`src/core/speed_select_pkg.sv`:
```
// Constants, carriers and state codes for the speed select block.
// Assumes one 40 MHz drive clock; frequencies are in 0.01 Hz units.
package speed_select_pkg;

    // ------------------------------------------------------------
    // Sizes
    // ------------------------------------------------------------
    localparam int NUM_TERMS  = 6;
    localparam int NUM_SPEEDS = 16;
    localparam int SEL_BITS   = 4;
    localparam int FREQ_W     = 16;
    localparam int NUM_FUNCS  = 7;

    // ------------------------------------------------------------
    // Terminal function codes
    // ------------------------------------------------------------
    localparam logic [7:0] FUNC_FWD      = 8'h00;
    localparam logic [7:0] FUNC_REV      = 8'h01;
    localparam logic [7:0] FUNC_SEL_BASE = 8'h02;
    localparam logic [7:0] FUNC_JOG      = 8'h06;

    // ------------------------------------------------------------
    // Jog limits and stop methods
    // ------------------------------------------------------------
    localparam logic [FREQ_W-1:0] JOG_FREQ_CAP   = 16'h03e7;
    localparam logic [FREQ_W-1:0] FREQ_ZERO      = 16'h0000;
    localparam logic [7:0]        JOG_STOP_GROUP = 8'h03;
    localparam logic [7:0]        JOG_STOP_COAST = 8'h00;
    localparam logic [7:0]        JOG_STOP_DECEL = 8'h01;
    localparam logic [7:0]        JOG_STOP_DCBRK = 8'h02;
    localparam logic [3:0]        SPEED_ZERO     = 4'h0;

    typedef struct packed {
        logic [FREQ_W-1:0] freq_setting;
        logic [FREQ_W-1:0] max_freq;
        logic [FREQ_W-1:0] start_freq;
        logic [FREQ_W-1:0] jog_freq;
        logic [7:0]        jog_stop_method;
    } drive_cfg_type;

    typedef struct packed {
        logic coast;
        logic decel;
        logic dc_brake;
    } stop_kind_type;

    typedef enum logic [3:0] {
        ST_STOP    = 4'b0001,
        ST_RUN     = 4'b0010,
        ST_JOG     = 4'b0100,
        ST_JOG_END = 4'b1000
    } drive_state_type;

endpackage : speed_select_pkg

```
`src/core/multi_speed_jog_select.sv`:
```
// Speed command selection: multi-speed table, jog and run decode.
// Assumes terminal pins are asynchronous; configuration and keypad
// signals come from logic on sys_clk.
//
// Contract
// - Hold sixteen target frequencies and pick one as the speed command.
// - Any select bit function may sit on any of six input terminals.
// - Select inputs form an unsigned index, bit zero least significant.
// - Function codes 02 to 05 assign select bits zero to three.
// - Index zero takes the normal frequency setting, not a table entry.
// - Select changes while running change the command immediately.
// - An edit is stored only on the store key.
// - In stop, display entry n; store writes entry n.
// - Jog frequency is capped at 9.99 Hz.
// - Jog with run outputs the jog frequency directly, no ramp.
// - Code 06 makes a jog input; inactive jog ends in stop.
// - Jog stop method 00 to 05; upper group ignores jog while running.
// - No jog when jog frequency is zero or below start frequency.
// - Run inputs command run; both active together command stop.
`timescale 1ns/1ps

module multi_speed_jog_select
    import speed_select_pkg::*;
(
    // Clock and reset
    input  wire logic                            sys_clk,
    input  wire logic                            rst_n,
    // Terminals and their function codes
    input  wire logic [NUM_TERMS-1:0]            term_pin,
    input  wire logic [NUM_TERMS-1:0][7:0]       term_func,
    // Drive settings
    input  wire drive_cfg_type                   cfg,
    // Keypad edit and store
    input  wire logic [FREQ_W-1:0]               edit_value,
    input  wire logic                            store_key,
    // Speed command and status
    output logic [FREQ_W-1:0]                    freq_command,
    output logic [FREQ_W-1:0]                    display_value,
    output logic [SEL_BITS-1:0]                  speed_index,
    output logic                                 run_mode,
    output logic                                 reverse_dir,
    output logic                                 jog_active,
    output stop_kind_type                        jog_end
);

    // ------------------------------------------------------------
    // Pin synchroniser and function decode
    // ------------------------------------------------------------
    logic [NUM_TERMS-1:0]                 pin_meta;
    logic [NUM_TERMS-1:0]                 pin_sync;
    logic [NUM_TERMS-1:0][NUM_FUNCS-1:0]  hit;
    logic [SEL_BITS-1:0]                  next_index;
    logic                                 fw_hit;
    logic                                 rv_hit;
    logic                                 jog_hit;
    logic                                 run_fwd_q;
    logic                                 run_rev_q;
    logic                                 jog_q;

    always_ff @(posedge sys_clk or negedge rst_n) begin
        if (!rst_n) begin
            pin_meta <= '0;
            pin_sync <= '0;
        end else begin
            pin_meta <= term_pin;
            pin_sync <= pin_meta;
        end
    end

    for (genvar t = 0; t < NUM_TERMS; t++) begin : g_term
        for (genvar f = 0; f < NUM_FUNCS; f++) begin : g_func
            assign hit[t][f] = pin_sync[t] && (term_func[t] == 8'(f));
        end
    end

    always_comb begin
        next_index = '0;
        fw_hit     = 1'b0;
        rv_hit     = 1'b0;
        jog_hit    = 1'b0;
        for (int t = 0; t < NUM_TERMS; t++) begin
            fw_hit  = fw_hit | hit[t][int'(FUNC_FWD)];
            rv_hit  = rv_hit | hit[t][int'(FUNC_REV)];
            jog_hit = jog_hit | hit[t][int'(FUNC_JOG)];
            for (int k = 0; k < SEL_BITS; k++) begin
                next_index[k] = next_index[k] | hit[t][int'(FUNC_SEL_BASE) + k];
            end
        end
    end

    // Sampled terminal state
    always_ff @(posedge sys_clk or negedge rst_n) begin
        if (!rst_n) begin
            speed_index <= '0;
            run_fwd_q   <= 1'b0;
            run_rev_q   <= 1'b0;
            jog_q       <= 1'b0;
        end else begin
            speed_index <= next_index;
            run_fwd_q   <= fw_hit;
            run_rev_q   <= rv_hit;
            jog_q       <= jog_hit;
        end
    end

    // ------------------------------------------------------------
    // Speed table and selection
    // ------------------------------------------------------------
    logic [FREQ_W-1:0]     speed_table [NUM_SPEEDS];
    logic [FREQ_W-1:0]     selected;
    logic [FREQ_W-1:0]     selected_clamped;
    logic [FREQ_W-1:0]     jog_capped;
    drive_state_type       state;
    drive_state_type       next_state;

    always_ff @(posedge sys_clk or negedge rst_n) begin
        if (!rst_n) begin
            for (int i = 0; i < NUM_SPEEDS; i++) begin
                speed_table[i] <= '0;
            end
        end else if (store_key && state == ST_STOP && speed_index != SPEED_ZERO) begin
            speed_table[speed_index] <= edit_value;
        end
    end

    always_comb begin
        if (speed_index == SPEED_ZERO) begin
            selected = cfg.freq_setting;
        end else begin
            selected = speed_table[speed_index];
        end
        if (selected > cfg.max_freq) begin
            selected_clamped = cfg.max_freq;
        end else begin
            selected_clamped = selected;
        end
        if (cfg.jog_freq > JOG_FREQ_CAP) begin
            jog_capped = JOG_FREQ_CAP;
        end else begin
            jog_capped = cfg.jog_freq;
        end
    end

    // ------------------------------------------------------------
    // Run and jog sequencing
    // ------------------------------------------------------------
    logic            run_cmd;
    logic            jog_ok;
    logic            accept_running;
    logic [7:0]      method_low;
    stop_kind_type   stop_kind;

    assign run_cmd        = run_fwd_q ^ run_rev_q;
    assign jog_ok         = (cfg.jog_freq != FREQ_ZERO)
                            && (cfg.jog_freq >= cfg.start_freq);
    assign accept_running = cfg.jog_stop_method < JOG_STOP_GROUP;

    always_comb begin
        if (cfg.jog_stop_method >= JOG_STOP_GROUP) begin
            method_low = cfg.jog_stop_method - JOG_STOP_GROUP;
        end else begin
            method_low = cfg.jog_stop_method;
        end
        stop_kind.coast    = method_low == JOG_STOP_COAST;
        stop_kind.dc_brake = method_low == JOG_STOP_DCBRK;
        stop_kind.decel    = !stop_kind.coast && !stop_kind.dc_brake;
    end

    always_comb begin
        next_state = state;
        case (state)
            ST_STOP: begin
                if (run_cmd && jog_q && jog_ok) begin
                    next_state = ST_JOG;
                end else if (run_cmd) begin
                    next_state = ST_RUN;
                end
            end
            ST_RUN: begin
                if (!run_cmd) begin
                    next_state = ST_STOP;
                end else if (jog_q && jog_ok && accept_running) begin
                    next_state = ST_JOG;
                end
            end
            ST_JOG: begin
                if (!jog_q || !run_cmd) begin
                    next_state = ST_JOG_END;
                end
            end
            ST_JOG_END: begin
                next_state = ST_STOP;
            end
            default: begin
                next_state = ST_STOP;
            end
        endcase
    end

    always_ff @(posedge sys_clk or negedge rst_n) begin
        if (!rst_n) begin
            state <= ST_STOP;
        end else begin
            state <= next_state;
        end
    end

    // ------------------------------------------------------------
    // Registered outputs
    // ------------------------------------------------------------
    always_ff @(posedge sys_clk or negedge rst_n) begin
        if (!rst_n) begin
            freq_command <= '0;
        end else begin
            case (next_state)
                ST_RUN:  freq_command <= selected_clamped;
                ST_JOG:  freq_command <= jog_capped;
                default: freq_command <= '0;
            endcase
        end
    end

    always_ff @(posedge sys_clk or negedge rst_n) begin
        if (!rst_n) begin
            display_value <= '0;
        end else begin
            display_value <= selected;
        end
    end

    always_ff @(posedge sys_clk or negedge rst_n) begin
        if (!rst_n) begin
            run_mode    <= 1'b0;
            reverse_dir <= 1'b0;
            jog_active  <= 1'b0;
            jog_end     <= '0;
        end else begin
            run_mode    <= (next_state == ST_RUN) || (next_state == ST_JOG);
            reverse_dir <= run_rev_q && !run_fwd_q;
            jog_active  <= next_state == ST_JOG;
            jog_end     <= (next_state == ST_JOG_END) ? stop_kind : '0;
        end
    end
endmodule : multi_speed_jog_select

```
`config.mk`:
```
export PLATFORM = sky130hd
export DESIGN_NAME = multi_speed_jog_select
export DESIGN_NICKNAME = d
export VERILOG_FILES = /design/src/core/speed_select_pkg.sv /design/src/core/multi_speed_jog_select.sv
export SDC_FILE = /design/constraint.sdc
export NUM_CORES = 1
export LEC_CHECK = 0
export BUFFER_PORTS_ARGS = -buffer_cell sky130_fd_sc_hd__buf_2
export CAP_MARGIN = 5
export CORE_ASPECT_RATIO = 1.75
export CORE_UTILIZATION = 44
export DETAILED_ROUTE_END_ITERATION = 6
export GPL_ROUTABILITY_DRIVEN = 1
export PLACE_DENSITY = 0.76
export SETUP_SLACK_MARGIN = 0.5
export SLEW_MARGIN = 10
export SYNTH_ARGS = -nofsm -noshare
export SYNTH_HDL_FRONTEND = slang
export SYNTH_SLANG_ARGS = --single-unit
```
`constraint.sdc`:
```
create_clock -name sys_clk -period 3.9 [get_ports sys_clk]
set_input_delay 0.78 -clock sys_clk [delete_from_list [all_inputs] [get_ports sys_clk]]
set_output_delay 0.78 -clock sys_clk [all_outputs]
set_load 0.02 [all_outputs]
```
==> key figures <==
Setup path
  – Crit path buf inv count: 3
  – Crit-path cells: buf_12 > buf_6 > mux4_2 > mux4_2 > o21a_1 > ha_4 > nand4_1 > or4_4 > o22ai_4 > a31oi_4 > buf_12 > mux2i_2 > o32ai_2
  – Critical path peak fanout: 8
  – Slowest cell delay on critical path: 0.57 ns
  – Worst Path Arrival: 4.09 ns
  – Crit path kind: flip-flop to flip-flop
  – Top cell family by delay on the critical path: multiplexers
  – Slowest cell on the critical path: or4_4
  – CP required: 4.29 ns
  – Critical Path Start Type: flip-flop
  – CP endpoint kind: flip-flop

Global route
  – Largest net degree at the start of global routing: 101
  – Initial antenna violation count: 1
  – GRT Residual Overflow: 0
  – First-pass GRT wire length: 59200 microns
  – Vias in the first global route: 10547
  – GR Util All Layers: 22.5%

Finish
  – Final Core Density: 53.5%
  – Fill count: 2666
  – Most frequent cells in the layout: dfrtp_1, mux2_2, buf_2
  – # nets final: 1480
  – Commonest non-fill, non-tap cell in the layout: dfrtp_1
  – Layout cells sized above 1: 44.7%
  – Area grow syn2layout: 18.7%

Floorplan
  – Die Y: 243 microns
  – Die Span X: 140 microns
  – Core region area: 32400 sq um
  – IO Count: 187
  – Initial Util: 45.0%
  – Die footprint: 34000 sq um
  – Rows: 87

Route
  – Post-route antenna net violation count: 0
  – DR iter-0 viols: 555
  – Pre-Repair DR Iteration Count: 4
  – Residual DRC: 0
  – Routed wire per std cell: 21.8 microns
  – Detailed Route WL: 37500 microns
  – Vias per inst: 5.81
  – Via count: 9992

Clocking
  – H-tree levels: 1
  – Worst skew pair latency: 0.56 ns
  – Maximum clock path buffer count: 3
  – TritonCTS clock tree: done
  – Cts bufs inserted: 27
  – Hold buffers post-CTS: 0
  – CTS clk-pin slew, worst paths: 0.07 ns
  – Clk Tree Root Cell: clkbuf_16
  – Clock sink total: 301

Status
  – Status: completed

Place
  – RePlAce Congestion: 0.884
  – DP Worst Slack: 0.122 ns
  – DP Wirelength: 26200 microns
  – PortBufs: 186

STA
  – Setup TNS: 0 ns
  – Final Hold Fails: 0
  – Max Slew Vio Count: 0
  – Slew at the pin closest to its max-slew limit: 0.927 ns
  – Minimum clock period: 3.71 ns
  – Worst clock skew: 0.0197 ns
  – Slew headroom: 38.2%
  – Max Freq: 270 MHz
  – RSZ-0062 raised after global routing: yes
  – Final setup margin: 0.193 ns
  – Final period util: 95.0%
  – Final setup vio count: 0

Hold path
  – Hold Crit Class: input port to async pin

Power and ir drop
  – Leak: 0.00842 uW
  – Pwr/cell area: 385 nW/um^2
  – Peak supply drop: 0.370 mV

Yosys
  – Most used DFF post-synth: dfrtp_1
  – Synth async-reset ratio: 100%
  – Syn Inst Count: 1092
  – Yosys synthesis warning count: 0
  – Yosys reg bits: 301
  – Seq/Total Area, Yosys: 51.6%
  – Synth Net Count: 1271
  – Post-synthesis cell type count: 61
  – Post-synth EDFFs: 0
  – Avg Cell Area, Syn: 13.4 sq um
  – Netlist Area Pre-Place: 14600 sq um

Flow run
  – MaxCap Viol Count: 0
## synth_stat cells (6+ instances only)
master | instances | area share, %
mux2_1 | 23 | 1.8
nor3b_1 | 9 | 0.46
a31oi_1 | 7 | 0.30
mux2_2 | 217 | 17
buf_2 | 25 | 0.86
o21ai_0 | 8 | 0.27
or4_1 | 6 | 0.31
nor2_1 | 64 | 1.6
nor2b_1 | 10 | 0.43
a211oi_1 | 19 | 0.98
a21oi_1 | 15 | 0.51
nand4_1 | 7 | 0.30
a32oi_1 | 11 | 0.66
mux2i_1 | 48 | 3.3
a211o_1 | 7 | 0.42
nand3b_1 | 10 | 0.51
nor4_1 | 9 | 0.39
mux4_2 | 44 | 6.8
o21a_1 | 7 | 0.36
dfrtp_1 | 300 | 51
inv_1 | 42 | 1.1
nand3_1 | 13 | 0.45
clkbuf_1 | 32 | 0.82
a22oi_1 | 6 | 0.31
ha_1 | 34 | 2.9
nand2_1 | 37 | 0.95
o32ai_2 | 8 | 0.89
## cell families (layout without fill, tap and decap cells)
group | count (synthesis) | in the layout | share of synthesized area (%)
AOI/OAI and AO/OA | 118 | 118 | 6.60
adders and majority gates | 34 | 34 | 2.91
buffers and inverters | 110 | 338 | 3.25
DFF | 301 | 301 | 51.6
muxes | 332 | 332 | 28.6
other | 0 | 1 | 0
and+or+nand+nor | 197 | 197 | 7.08
## power by group
| group | total [uW] | switching [uW] | leakage [uW] | internal (uW) |
|---|---|---|---|---|
| Sequential | 3290 | 56.0 | 0.00410 | 3240 |
| Clock | 2630 | 1190 | 0.000422 | 1440 |
| Combinational | 763 | 407 | 0.00389 | 355 |
## worst register-to-register path, delay by kind of cell, from the launching register on
| kind | cells | cell delay, ns |
|---|---|---|
| AOI/OAI and AO/OA | 4 | 0.47 |
| adders and majority gates | 1 | 0.29 |
| buffers and inverters | 3 | 0.47 |
| DFF | 1 | 0.50 |
| muxes | 3 | 1.09 |
| and+or+nand+nor | 2 | 0.70 |
## final timing paths
kind,cells after the start,end,start,slack [ns]
worst max register to register,13,freq_command[6],speed_index[0],0.19
min in group sys_clk,1,pin_meta[4],term_pin[4],0.32
max in group asynchronous,2,speed_table[2],rst_n,2.65
worst min register to register,0,pin_sync[2],pin_meta[2],0.35
worst min-delay path,1,speed_table[89],rst_n,0.22
worst max-delay path,13,freq_command[6],speed_index[0],0.19
## stage by stage
stage                     total power, uW  instance area, sq um  hold WS (ns)  instances
after floorplan                      3750                 14700         0.331       1092
after global placement               4040                 16200         0.333       1655
after detailed placement             4070                 16200         0.337       1655
after CTS                            6730                 17300         0.250       1717
after global routing                 6930                 17300         0.283       1720
final                                6680                 17300         0.219       1721
## layer usage
metal | track usage, % | up-vias | wire length (microns)
li1 | - | 4442 | -
met1 | 25.3 | 5116 | 13900
met2 | 41.6 | 343 | 20200
met3 | 3.49 | 89 | 1950
met4 | 9.63 | 2 | 1390
met5 | 0 | - | 11
## sequential cells by signal, indices dropped and copies added, names as in the netlist, 3 cells and up
register and flops:
pin_meta 6, pin_sync 6, jog_end 3, display_value 16, freq_command 16, speed_index 4, state 4, speed_table 240
## repair_timing
item / in CTS / in global routing
setup endpoints to repair: 16 / 16
buffers inserted: 13 / 3
gates resized for setup: 22 / 10
pin swaps: 5 / 7
gates cloned: 1 / 0
## cell type report
cell class / instances / area [sq um] / area share (%)
sequential: 301 / 7540 / 43.5
inverter: 44 / 165 / 0.952
tap: 400 / 500 / 2.89
clock buffer: 37 / 763 / 4.40
clock inverter: 11 / 96.3 / 0.556
antenna: 1 / 2.50 / 0.0144
timing repair buffer: 246 / 1560 / 8.97
multi-input combinational: 681 / 6720 / 38.7
Note: power is estimated with default switching activity, not from simulation.
